File: config.mk
export PLATFORM = sky130hd
export DESIGN_NAME = pif_top
export DESIGN_NICKNAME = d
export VERILOG_FILES = /design/src/hdl/pif_top.v
export VERILOG_INCLUDE_DIRS = /design/src /design/src/hdl
export SDC_FILE = /design/constraint.sdc
export NUM_CORES = 1
export LEC_CHECK = 0
export ABC_AREA = 0
export BUFFER_PORTS_ARGS = -buffer_cell sky130_fd_sc_hd__buf_2
export CORE_ASPECT_RATIO = 0.75
export CORE_MARGIN = 1.5
export CORE_UTILIZATION = 50
export DETAILED_ROUTE_END_ITERATION = 10
export HOLD_SLACK_MARGIN = 0.02
export PLACE_DENSITY = 0.82
export SKIP_LAST_GASP = 1
export SYNTH_ARGS = -nofsm -noshare
export SYNTH_HDL_FRONTEND = slang
export SYNTH_SLANG_ARGS = --single-unit
export TNS_END_PERCENT = 20
File: constraint.sdc
create_clock -name clk_i -period 2.3 [get_ports clk_i]
set_input_delay 0.23 -clock clk_i [delete_from_list [all_inputs] [get_ports clk_i]]
set_output_delay 0.23 -clock clk_i [all_outputs]
set_load 0.05 [all_outputs]
File: src/hdl/pif_regs.vh
// register map and field constants for the peripheral interrupt
// flag and enable block.
// assumes a 32-bit avalon-mm slave with byte addressing; each
// register index sits at byte address index*4, data in bits 7:0.
`ifndef PIF_REGS_VH
`define PIF_REGS_VH

// ----------------------------------------------------------------
// register indices (byte address is index times four)
// ----------------------------------------------------------------
`define PIF_IDX_EN0      12'hec2
`define PIF_IDX_EN1      12'hec3
`define PIF_IDX_EN2      12'hec4
`define PIF_IDX_EN3      12'hec5
`define PIF_IDX_EN4      12'hec6
`define PIF_IDX_EN5      12'hec7
`define PIF_IDX_EN6      12'hec8
`define PIF_IDX_EN7      12'hec9
`define PIF_IDX_FL4      12'hece
`define PIF_IDX_FL5      12'hecf
`define PIF_IDX_FL6      12'hed0
`define PIF_IDX_FL7      12'hed1
`define PIF_IDX_PRI0     12'heba
`define PIF_IDX_GCTL     12'hef2

// ----------------------------------------------------------------
// implemented-bit masks, packed one byte per register
// ----------------------------------------------------------------
// enables 7..0, byte 0 is irq_enable_0
`define PIF_EN_MASKS     64'he1_03_07_3f_ff_c3_c3_37
// flags 7..4, byte 0 is timer_event_flags
`define PIF_FL_MASKS     32'he1_03_07_3f

// ----------------------------------------------------------------
// reset values
// ----------------------------------------------------------------
`define PIF_EN_RST       8'h00
`define PIF_FL_RST       8'h00
`define PIF_PRI0_RST     8'h31
`define PIF_GCTL_RST     8'h00

// ----------------------------------------------------------------
// field positions
// ----------------------------------------------------------------
`define PIF_GCTL_PEN     0
`define PIF_GRP0_MASK    8'h37

// ----------------------------------------------------------------
// capture/compare mode codes
// ----------------------------------------------------------------
`define PIF_CC_CAPTURE   2'h0
`define PIF_CC_COMPARE   2'h1
`define PIF_CC_PWM       2'h2

`endif

File: src/hdl/pif_top.v
// peripheral interrupt flag and enable registers with request
// gating towards the cpu interrupt logic.
// assumes all event inputs come from logic on clk_i, one-cycle
// pulses or levels; software reaches registers over avalon-mm.
// one clock domain, async active-high reset.
`include "pif_regs.vh"
`default_nettype none

// Function
// - timer4/timer2 match flags set, held until cleared
// - timer3/timer1 overflow flags set, held until cleared
// - timer5/3/1 gate flags set, held until cleared
// - capture events set capcomp flags in capture mode
// - compare match sets flag; pwm mode ignores it
// - scan, crc, nvm, waveform flags set on event
// - first enable register: timer0, pin change, external
// - global enable does not mask first group
// - enables for osc fail, switch, converter events
// - enables for voltage, zero cross, comparators
// - memory/crc/wave flags reset zero, read/write
// - priority bit one means high level
module pif_top (
    input  wire        clk_i,                 // system clock, 20 mhz
    input  wire        rst_i,                 // async reset, high
    input  wire [13:0] avs_address_i,         // byte address
    input  wire        avs_read_i,            // read request
    input  wire        avs_write_i,           // write request
    input  wire [31:0] avs_writedata_i,       // write data
    input  wire [3:0]  avs_byteenable_i,      // byte lanes
    output wire [31:0] avs_readdata_o,        // read data
    output wire        avs_waitrequest_o,     // stall
    input  wire        timer1_overflow_i,     // timer1 wrapped
    input  wire        timer2_match_i,        // timer2 hit period
    input  wire        timer3_overflow_i,     // timer3 wrapped
    input  wire        timer4_match_i,        // timer4 hit period
    input  wire        timer5_overflow_i,     // timer5 wrapped
    input  wire        timer6_match_i,        // timer6 hit period
    input  wire        timer1_gate_i,         // timer1 gate event
    input  wire        timer3_gate_i,         // timer3 gate event
    input  wire        timer5_gate_i,         // timer5 gate event
    input  wire        capcomp1_capture_i,    // unit1 captured
    input  wire        capcomp1_match_i,      // unit1 compare hit
    input  wire [1:0]  capcomp1_mode_i,       // unit1 mode code
    input  wire        capcomp2_capture_i,    // unit2 captured
    input  wire        capcomp2_match_i,      // unit2 compare hit
    input  wire [1:0]  capcomp2_mode_i,       // unit2 mode code
    input  wire        memory_scan_event_i,   // scan finished
    input  wire        checksum_event_i,      // crc finished
    input  wire        nonvolatile_event_i,   // nvm operation done
    input  wire        waveform_gen_event_i,  // waveform gen event
    input  wire [7:0]  first_request_group_i, // first group flags
    input  wire [7:0]  group1_flags_i,        // osc/converter flags
    input  wire [7:0]  group2_flags_i,        // voltage/comp flags
    input  wire [7:0]  group3_flags_i,        // serial port flags
    output wire        irq_high_o,            // high priority req
    output wire        irq_low_o,             // low priority req
    output wire        irq_periph_o           // gated periph req
);

    // ------------------------------------------------------------
    // state
    // ------------------------------------------------------------
    reg  [31:0] flag_r;        // flags 4..7, one byte each
    reg  [63:0] en_r;          // enables 0..7, one byte each
    reg  [7:0]  pri0_r;        // first group priority bits
    reg  [7:0]  gctl_r;        // global control
    reg  [31:0] rdata_r;       // captured read data
    reg         rd_ack_r;      // read answer cycle
    reg         irq_high_r;    // registered high request
    reg         irq_low_r;     // registered low request
    reg         irq_periph_r;  // registered periph request

    // ------------------------------------------------------------
    // decode results
    // ------------------------------------------------------------
    reg  [7:0]  en_wr;         // enable byte write strobes
    reg  [3:0]  fl_wr;         // flag byte write strobes
    reg         pri0_wr;       // priority write strobe
    reg         gctl_wr;       // control write strobe
    reg  [7:0]  rd_nxt;        // selected read byte

    wire [31:0] set_vec;       // hardware set requests
    wire        wr_ok;         // write with low lane enabled
    wire        cc1_set;       // unit1 event in valid mode
    wire        cc2_set;       // unit2 event in valid mode
    wire [7:0]  grp0_act;      // first group active sources
    wire        periph_act;    // any gated periph source
    wire        irq_high_nxt;  // next high request
    wire        irq_low_nxt;   // next low request
    wire        irq_periph_nxt;// next periph request

    // masks as localparams: a macro literal
    // cannot be part-selected in a loop
    localparam [63:0] en_masks = `PIF_EN_MASKS; // enable masks
    localparam [31:0] fl_masks = `PIF_FL_MASKS; // flag masks

    // only lane 0 carries register data; upper lanes are ignored
    assign wr_ok = avs_write_i & avs_byteenable_i[0];

    // ------------------------------------------------------------
    // address decode and read mux
    // ------------------------------------------------------------
    // unmapped reads return zero, unmapped writes are dropped
    always @* begin
        // defaults: no strobe, read zero
        en_wr   = 8'h00;
        fl_wr   = 4'h0;
        pri0_wr = 1'b0;
        gctl_wr = 1'b0;
        rd_nxt  = 8'h00;

        if (avs_address_i == {`PIF_IDX_EN0, 2'b00}) begin
            // timer0, pin change, external
            en_wr[0] = wr_ok;
            rd_nxt   = en_r[7:0];
        end else if (avs_address_i == {`PIF_IDX_EN1, 2'b00}) begin
            // oscillator and converter
            en_wr[1] = wr_ok;
            rd_nxt   = en_r[15:8];
        end else if (avs_address_i == {`PIF_IDX_EN2, 2'b00}) begin
            // voltage, zero cross, comparators
            en_wr[2] = wr_ok;
            rd_nxt   = en_r[23:16];
        end else if (avs_address_i == {`PIF_IDX_EN3, 2'b00}) begin
            // serial port enables
            en_wr[3] = wr_ok;
            rd_nxt   = en_r[31:24];
        end else if (avs_address_i == {`PIF_IDX_EN4, 2'b00}) begin
            // timer match and overflow
            en_wr[4] = wr_ok;
            rd_nxt   = en_r[39:32];
        end else if (avs_address_i == {`PIF_IDX_EN5, 2'b00}) begin
            // timer gate enables
            en_wr[5] = wr_ok;
            rd_nxt   = en_r[47:40];
        end else if (avs_address_i == {`PIF_IDX_EN6, 2'b00}) begin
            // capture/compare enables
            en_wr[6] = wr_ok;
            rd_nxt   = en_r[55:48];
        end else if (avs_address_i == {`PIF_IDX_EN7, 2'b00}) begin
            // scan, crc, nvm, waveform
            en_wr[7] = wr_ok;
            rd_nxt   = en_r[63:56];
        end else if (avs_address_i == {`PIF_IDX_FL4, 2'b00}) begin
            // timer event flags
            fl_wr[0] = wr_ok;
            rd_nxt   = flag_r[7:0];
        end else if (avs_address_i == {`PIF_IDX_FL5, 2'b00}) begin
            // timer gate flags
            fl_wr[1] = wr_ok;
            rd_nxt   = flag_r[15:8];
        end else if (avs_address_i == {`PIF_IDX_FL6, 2'b00}) begin
            // capture/compare flags
            fl_wr[2] = wr_ok;
            rd_nxt   = flag_r[23:16];
        end else if (avs_address_i == {`PIF_IDX_FL7, 2'b00}) begin
            // scan, crc, nvm, waveform flags
            fl_wr[3] = wr_ok;
            rd_nxt   = flag_r[31:24];
        end else if (avs_address_i == {`PIF_IDX_PRI0, 2'b00}) begin
            // first group priority
            pri0_wr  = wr_ok;
            rd_nxt   = pri0_r;
        end else if (avs_address_i == {`PIF_IDX_GCTL, 2'b00}) begin
            // global control
            gctl_wr  = wr_ok;
            rd_nxt   = gctl_r;
        end else begin
            rd_nxt   = 8'h00;                       // unmapped
        end
    end

    // ------------------------------------------------------------
    // bus handshake
    // ------------------------------------------------------------
    // reads take one wait cycle so read data come from flops;
    // writes complete with no wait state
    assign avs_waitrequest_o = avs_read_i & ~rd_ack_r;

    assign avs_readdata_o    = rdata_r;

    // read capture and answer flag
    always @(posedge clk_i or posedge rst_i) begin
        if (rst_i) begin
            rd_ack_r <= 1'b0;
            rdata_r  <= 32'h0000_0000;
        end else begin
            rd_ack_r <= avs_read_i & ~rd_ack_r;
            // load once, so data stand while answered
            if (avs_read_i & ~rd_ack_r) begin
                rdata_r <= {24'h00_0000, rd_nxt};
            end
        end
    end

    // ------------------------------------------------------------
    // hardware set sources
    // ------------------------------------------------------------
    // capture counts only in capture mode, match only in compare;
    // pwm mode and the spare code never touch the flag
    assign cc1_set = (capcomp1_capture_i & (capcomp1_mode_i == `PIF_CC_CAPTURE)) |
                     (capcomp1_match_i & (capcomp1_mode_i == `PIF_CC_COMPARE));

    assign cc2_set = (capcomp2_capture_i & (capcomp2_mode_i == `PIF_CC_CAPTURE)) |
                     (capcomp2_match_i & (capcomp2_mode_i == `PIF_CC_COMPARE));

    // packed in register order, flags 4 in the low byte
    assign set_vec = {memory_scan_event_i,
                      checksum_event_i,
                      nonvolatile_event_i,
                      4'h0,
                      waveform_gen_event_i,
                      6'h00,
                      cc2_set,
                      cc1_set,
                      5'h00,
                      timer5_gate_i,
                      timer3_gate_i,
                      timer1_gate_i,
                      2'h0,
                      timer6_match_i,
                      timer5_overflow_i,
                      timer4_match_i,
                      timer3_overflow_i,
                      timer2_match_i,
                      timer1_overflow_i};

    // ------------------------------------------------------------
    // sticky flag bits
    // ------------------------------------------------------------
    // a set in the same cycle as a software clear wins, so an
    // event is never lost; unimplemented bits stay zero
    genvar gi;

    generate
        for (gi = 0; gi < 32; gi = gi + 1) begin : g_flag
            if (fl_masks[gi]) begin : g_impl
                always @(posedge clk_i or posedge rst_i) begin
                    if (rst_i) begin
                        flag_r[gi] <= 1'b0;
                    end else if (set_vec[gi]) begin
                        flag_r[gi] <= 1'b1;
                    end else if (fl_wr[gi / 8]) begin
                        flag_r[gi] <= avs_writedata_i[gi % 8];
                    end
                end
            end else begin : g_none
                // spare bit, pinned at zero
                always @(posedge clk_i or posedge rst_i) begin
                    if (rst_i) begin
                        flag_r[gi] <= 1'b0;
                    end else begin
                        flag_r[gi] <= 1'b0;
                    end
                end
            end
        end
    endgenerate

    // ------------------------------------------------------------
    // enable registers
    // ------------------------------------------------------------
    // one byte per register, masked to the implemented bits
    genvar gj;

    generate
        for (gj = 0; gj < 8; gj = gj + 1) begin : g_en
            always @(posedge clk_i or posedge rst_i) begin
                if (rst_i) begin
                    en_r[gj*8 +: 8] <= `PIF_EN_RST;
                end else if (en_wr[gj]) begin
                    // the mask drops spare bits
                    en_r[gj*8 +: 8] <= avs_writedata_i[7:0] &
                                       en_masks[gj*8 +: 8];
                end
            end
        end
    endgenerate

    // ------------------------------------------------------------
    // priority and global control
    // ------------------------------------------------------------
    // only the first group sources carry priority bits here
    always @(posedge clk_i or posedge rst_i) begin
        if (rst_i) begin
            pri0_r <= `PIF_PRI0_RST;
            gctl_r <= `PIF_GCTL_RST;
        end else begin
            // spare priority bits stay zero
            if (pri0_wr) begin
                pri0_r <= avs_writedata_i[7:0] & `PIF_GRP0_MASK;
            end

            if (gctl_wr) begin
                gctl_r <= {7'h00, avs_writedata_i[`PIF_GCTL_PEN]};
            end
        end
    end

    // ------------------------------------------------------------
    // request gating
    // ------------------------------------------------------------
    // first group bypasses the global enable; only its own
    // enables and priority bits steer it
    assign grp0_act = first_request_group_i & en_r[7:0] & `PIF_GRP0_MASK;

    // a set priority bit picks the high line
    assign irq_high_nxt = |(grp0_act & pri0_r);
    assign irq_low_nxt  = |(grp0_act & ~pri0_r);

    // remaining groups need flag, enable and global enable
    assign periph_act = |(group1_flags_i & en_r[15:8])  |
                        |(group2_flags_i & en_r[23:16]) |
                        |(group3_flags_i & en_r[31:24]) |
                        |(flag_r & en_r[63:32]);

    // the global enable gates only these groups
    assign irq_periph_nxt = periph_act & gctl_r[`PIF_GCTL_PEN];

    // registered so the cpu sees a glitch-free level
    always @(posedge clk_i or posedge rst_i) begin
        if (rst_i) begin
            irq_high_r   <= 1'b0;
            irq_low_r    <= 1'b0;
            irq_periph_r <= 1'b0;
        end else begin
            irq_high_r   <= irq_high_nxt;
            irq_low_r    <= irq_low_nxt;
            irq_periph_r <= irq_periph_nxt;
        end
    end

    // outputs straight from the request flops
    assign irq_high_o   = irq_high_r;
    assign irq_low_o    = irq_low_r;
    assign irq_periph_o = irq_periph_r;

endmodule // pif_top

`default_nettype wire

# --- Yosys cells after proc, flatten, opt, wreduce, memory -nomap -nowiden ---
# Index checks and enable logic that the tools add are counted.
op_classes:
  n_eq_ne: 16
  n_mux: 101
  reduce_logical: 23
  bitwise_logic: 21
ops:
  columns: ["cell", "count"]
  rows:
  - ["14-bit equality test, second input constant", 14]
  - ["8-bit 2-to-1 mux", 12]
  - ["1-bit 2-to-1 mux", 72]
  - ["8-bit OR reduction", 5]
  - ["4-bit 2-to-1 mux", 9]
  - ["32-bit AND", 1]
  - ["32-bit OR reduction", 1]
  - ["2-bit nonzero test", 15]
  - ["8-bit AND", 3]
  - ["6-bit AND", 2]
  - ["6-bit 2-to-1 mux", 2]
  - ["6-bit by 8-bit AND with 8-bit output", 1]
  - ["6-bit NOT with 8-bit output", 1]
  - ["1-bit AND", 7]
  - ["7-bit 2-to-1 mux", 1]
  - ["3-bit 2-to-1 mux", 2]
  - ["5-bit 2-to-1 mux", 1]
  - ["1-bit bitwise OR", 5]
  - ["2-bit by 1-bit equality test with 1-bit output, second input constant", 2]
  - ["2-bit zero test", 2]
  - ["2-bit 2-to-1 mux", 2]
  - ["1-bit NOT", 1]
totals:
  reg_bits: 69
  out_inout_bits: 36
  wordCells: 191
  inputBits: 107

# --- Depth between registers and ports, before layout ---
logic_depth:
  ltp_word: 15
  ltp_mapped: 8
  ltp_nobuf: 6

# --- Worst setup path after synthesis ---
# No wires, ideal clock.
synth_timing:
  kind: "input to register"
  startpoint: "in avs_address_i[5]"
  endpoint: "reg pri0_r[1]"
  setup_ns: 0.125
  path_stages: 6
  slack_ns: 0.256
  t_arrival_ns: 1.919
  required_time_ns: 2.175
  path_buffers: 1
  cell_sequence: "or4b_1 > buf_2 > nor4_4 > nor3_2 > nand2_1 > mux2_2"
synth_between:
  elab_chain_len: 14
  elab_cells_between_ends: 26
  cone_classes: "eq/ne (13); mux (13)"
synth_lines:
  columns: ["item", "line_no", "text"]
  rows:
  - ["start, declared", "pif_top.v:25", "input wire [13:0] avs_address_i,"]
  - ["14-bit equality test", "pif_top.v:160", "end else if (avs_address_i == {`PIF_IDX_PRI0, 2'b00}) begin"]
  - ["1-bit 2-to-1 mux", "pif_top.v:160", null]
  - ["1-bit 2-to-1 mux", "pif_top.v:156", "end else if (avs_address_i == {`PIF_IDX_FL7, 2'b00}) begin"]
  - ["1-bit 2-to-1 mux", "pif_top.v:152", "end else if (avs_address_i == {`PIF_IDX_FL6, 2'b00}) begin"]
  - ["1-bit 2-to-1 mux", "pif_top.v:148", "end else if (avs_address_i == {`PIF_IDX_FL5, 2'b00}) begin"]
  - ["1-bit 2-to-1 mux", "pif_top.v:144", "end else if (avs_address_i == {`PIF_IDX_FL4, 2'b00}) begin"]
  - ["1-bit 2-to-1 mux", "pif_top.v:140", "end else if (avs_address_i == {`PIF_IDX_EN7, 2'b00}) begin"]
  - ["1-bit 2-to-1 mux", "pif_top.v:136", "end else if (avs_address_i == {`PIF_IDX_EN6, 2'b00}) begin"]
  - ["1-bit 2-to-1 mux", "pif_top.v:132", "end else if (avs_address_i == {`PIF_IDX_EN5, 2'b00}) begin"]
  - ["1-bit 2-to-1 mux", "pif_top.v:128", "end else if (avs_address_i == {`PIF_IDX_EN4, 2'b00}) begin"]
  - ["1-bit 2-to-1 mux", "pif_top.v:124", "end else if (avs_address_i == {`PIF_IDX_EN3, 2'b00}) begin"]
  - ["1-bit 2-to-1 mux", "pif_top.v:120", "end else if (avs_address_i == {`PIF_IDX_EN2, 2'b00}) begin"]
  - ["1-bit 2-to-1 mux", "pif_top.v:116", "end else if (avs_address_i == {`PIF_IDX_EN1, 2'b00}) begin"]
  - ["1-bit 2-to-1 mux *", "pif_top.v:112", "if (avs_address_i == {`PIF_IDX_EN0, 2'b00}) begin"]
  - ["end signal, assigned", "pif_top.v:286", "pri0_r <= `PIF_PRI0_RST;"]
  - ["end signal, assigned", "pif_top.v:291", "pri0_r <= avs_writedata_i[7:0] & `PIF_GRP0_MASK;"]
  - ["end, declared", "pif_top.v:65", "reg [7:0] pri0_r;"]
# Every way passes the cells marked *; elsewhere a longest branch is shown, timed or not.
# A chain may end at the register's enable or synchronous reset.

# --- Worst setup path after layout ---
# Same ends and word-level chain as after synthesis.

==> results.json <==
{
  "hpwlAfterDp_um": 9490,
  "initial_utilization": 0.528,
  "worst_path_max_delay_cell": "sky130_fd_sc_hd__or4b_1",
  "final-instance-count-excl-fill": 613,
  "cts_buffer_depth": 2,
  "cts_hold_repair.buffers": 1,
  "outcome": "finished clean",
  "cts.clk_slew.worst_paths_ps": 80,
  "cp_data_required_time_ps": 2530,
  "crit_path_max_fanout": 6,
  "finalInstanceArea_um2": 4960,
  "grt_pass1_vias": 3642,
  "ctsRootBufferMaster": "sky130_fd_sc_hd__clkbuf_8",
  "post-route-period-util": 0.882,
  "tightest_slew_ps": 621,
  "place.port_buffers": 80,
  "maxSlewViolCount": 0,
  "drt_pass1_iterations": 6,
  "detailed_route_iter0_violations": 376,
  "nNetsFinal": 615,
  "wl_um": 12400,
  "worstPathCellList": "buf_2, or4b_1, buf_4, nor4_4, nor3_2, nand2_1, buf_4, mux2_2",
  "vias": 3710,
  "synth-seq-cells": 69,
  "cts_htree_levels": 3,
  "rsz0062_at_grt": "no",
  "std_cell_rows": 27,
  "drc_violations_left": 0,
  "power_leakage_nw": 2.29,
  "avgSynthCellArea_um2": 10.4,
  "clock_latency_ps": 350,
  "avgRoutedWirePerCell_um": 20.2,
  "grt-ovfl-total": 0,
  "antenna_violations_before_repair": 0,
  "count_of_nets_left_with_antenna_violations_after_detail_routing": 0,
  "synth_top_flop_cell": "sky130_fd_sc_hd__dfrtp_1",
  "cp_data_arrival_time_ps": 2260,
  "ir_worst_vdd_mv": 0.323,
  "synth.cell_area_um2": 3960,
  "post_cts.repair.setup_buffers": 0,
  "numCtsBuffers": 9,
  "critical_path.endpoint_type": "register",
  "p_per_area_nw_per_um2": 541,
  "post_dp_cell_area_um2": 4730,
  "gpl.final_weighted_congestion": 1.02,
  "buf_inv_on_cp": 3,
  "post_synthesis_instance_total": 381,
  "ctsResizeCount": 0,
  "synthesis.yosys.warnings": 0,
  "num_antenna_cells": 0,
  "cp_top_family": "simple AND/OR/NAND/NOR gates",
  "maxClockFrequency_mhz": 493,
  "ys_seq_area_frac": 0.437,
  "cap_violations": 0,
  "synthesis_to_finish_area_growth_pct": 25.5,
  "fill_cell_count": 627,
  "io_pins": 143,
  "design.die.area_um2": 8460,
  "worst_clock_skew_ps": 10.5,
  "groute.usage.overall": 0.312,
  "post_synth_num_cell_types": 56,
  "worst_hold_path_type": "in -> reg",
  "setup-violations-final": 0,
  "synth_async_sr_flop_share": 1.00,
  "fp.dieW_um": 106,
  "grt_start_max_net_pins": 54,
  "vias_per_cell": 6.05,
  "timing_worst_setup_path_type": "in -> reg",
  "cp_common_cell": "sky130_fd_sc_hd__buf_4",
  "die_y_um": 80.0,
  "drive_above_1_share": 0.410,
  "startpoint_types": "input port",
  "grt_first_pass_wirelength_um": 19600,
  "final_hold_viol_count": 0,
  "worst_slew_margin_rel": 0.586,
  "power.total_w": 0.00268,
  "place_inst": 597,
  "cts_tree": "done",
  "synth_edf_count": 0,
  "floorplan.core_area_um2": 7500,
  "tritoncts_num_sinks": 69,
  "timing.critical_path.slowest_cell_delay_ps": 600,
  "fin_crit_ps": 2030
}
[metal layers]
layer | global-route usage | part of all wire | up-vias
met2 | 0.462 | 0.43 | 238
met3 | 0.0873 | 0.12 | 19
met1 | 0.441 | 0.43 | 1801
li1 | - | - | 1652
met4 | 0.101 | 0.018 | 0
met5 | 0 | 0 | -
[cells in the final DEF (no fill, tap or decap), types with 6 or more instances in the layout]
cell type	count
sky130_fd_sc_hd__buf_2	80
sky130_fd_sc_hd__dfrtp_1	66
sky130_fd_sc_hd__buf_4	49
sky130_fd_sc_hd__mux2_2	41
sky130_fd_sc_hd__nand2_1	28
sky130_fd_sc_hd__conb_1	24
sky130_fd_sc_hd__nor2_1	21
sky130_fd_sc_hd__a21oi_1	18
sky130_fd_sc_hd__nand3_1	14
sky130_fd_sc_hd__nor3_1	12
sky130_fd_sc_hd__o21ai_0	12
sky130_fd_sc_hd__clkbuf_8	10
sky130_fd_sc_hd__nor2b_1	9
sky130_fd_sc_hd__a22oi_1	8
sky130_fd_sc_hd__nand4_1	7
sky130_fd_sc_hd__a211o_1	7
sky130_fd_sc_hd__nor4_2	6
[logic make-up after synthesis]
logic type | share of synthesized area
other | 0.000948
AND/OR/NAND/NOR | 0.213
multiplexers | 0.140
AO/OA/AOI/OAI | 0.142
buffers and inverters | 0.0677
flip-flops | 0.437
[registers in the layout, indices dropped and copies added (netlist names)]
register / count
en_r: 36
flag_r: 15
avs_readdata_o: 8
pri0_r: 5
gctl_r: 1
irq_high_o: 1
irq_low_o: 1
irq_periph_o: 1
rd_ack_r: 1
[final cells by class]
| cell class | count | area, um^2 | area share |
|---|---|---|---|
| flip-flops and latches | 69 | 1730 | 0.349 |
| clock buffers | 10 | 138 | 0.0277 |
| clock inverters | 5 | 83.8 | 0.0169 |
| inverters | 6 | 22.5 | 0.00454 |
| repair buffers | 132 | 818 | 0.165 |
| multi-input cells | 290 | 2040 | 0.412 |
| well taps | 101 | 126 | 0.0255 |
[through the flow]
step / hold slack [ps] / utilization / worst slack, ps / TNS, ps
4_1_cts: 42.1 / 0.662 / 307 / 0
3_3_place_gp: 218 / 0.631 / -38.7 / -246
3_5_place_dp: 226 / 0.631 / -55.5 / -404
2_1_floorplan: 331 / - / 256 / 0
6_report: 56.1 / 0.662 / 271 / 0
5_1_grt: 55.0 / 0.662 / 213 / 0
[where the power goes]
| group | internal (W) | leakage [nW] | switching, W |
|---|---|---|---|
| combinational | 0.0000936 | 1.32 | 0.000247 |
| sequential | 0.00122 | 0.865 | 0.00000335 |
| clock | 0.000638 | 0.105 | 0.000484 |
| total | 0.00195 | 2.29 | 0.000735 |
[path summary, 6_finish.rpt]
kind,from,end,slack [ps],cells after the start
max in group asynchronous,rst_i,pri0_r[0],1240,4
hold / removal,waveform_gen_event_i,flag_r[24],60,2
setup / recovery,avs_address_i[5],pri0_r[1],270,8
min in group asynchronous,rst_i,en_r[25],390,3
hold reg to reg,avs_readdata_o[7],avs_readdata_o[7],490,2
setup reg to reg,pri0_r[0],avs_readdata_o[0],600,5
[cell usage after synthesis, drive strengths merged (8+ instances only)]
master / n / area (um^2)
dfrtp: 66 / 1650
mux2: 44 / 503
buf: 30 / 211
nand2: 28 / 105
nor2: 21 / 78.8
a21oi: 18 / 90.1
nor3: 15 / 90.1
nand3: 14 / 70.1
nor4: 13 / 149
o21ai: 12 / 60.1
clkbuf: 9 / 33.8
nor2b: 9 / 56.3
a22oi: 8 / 60.1
(Power assumes the default switching activity.)
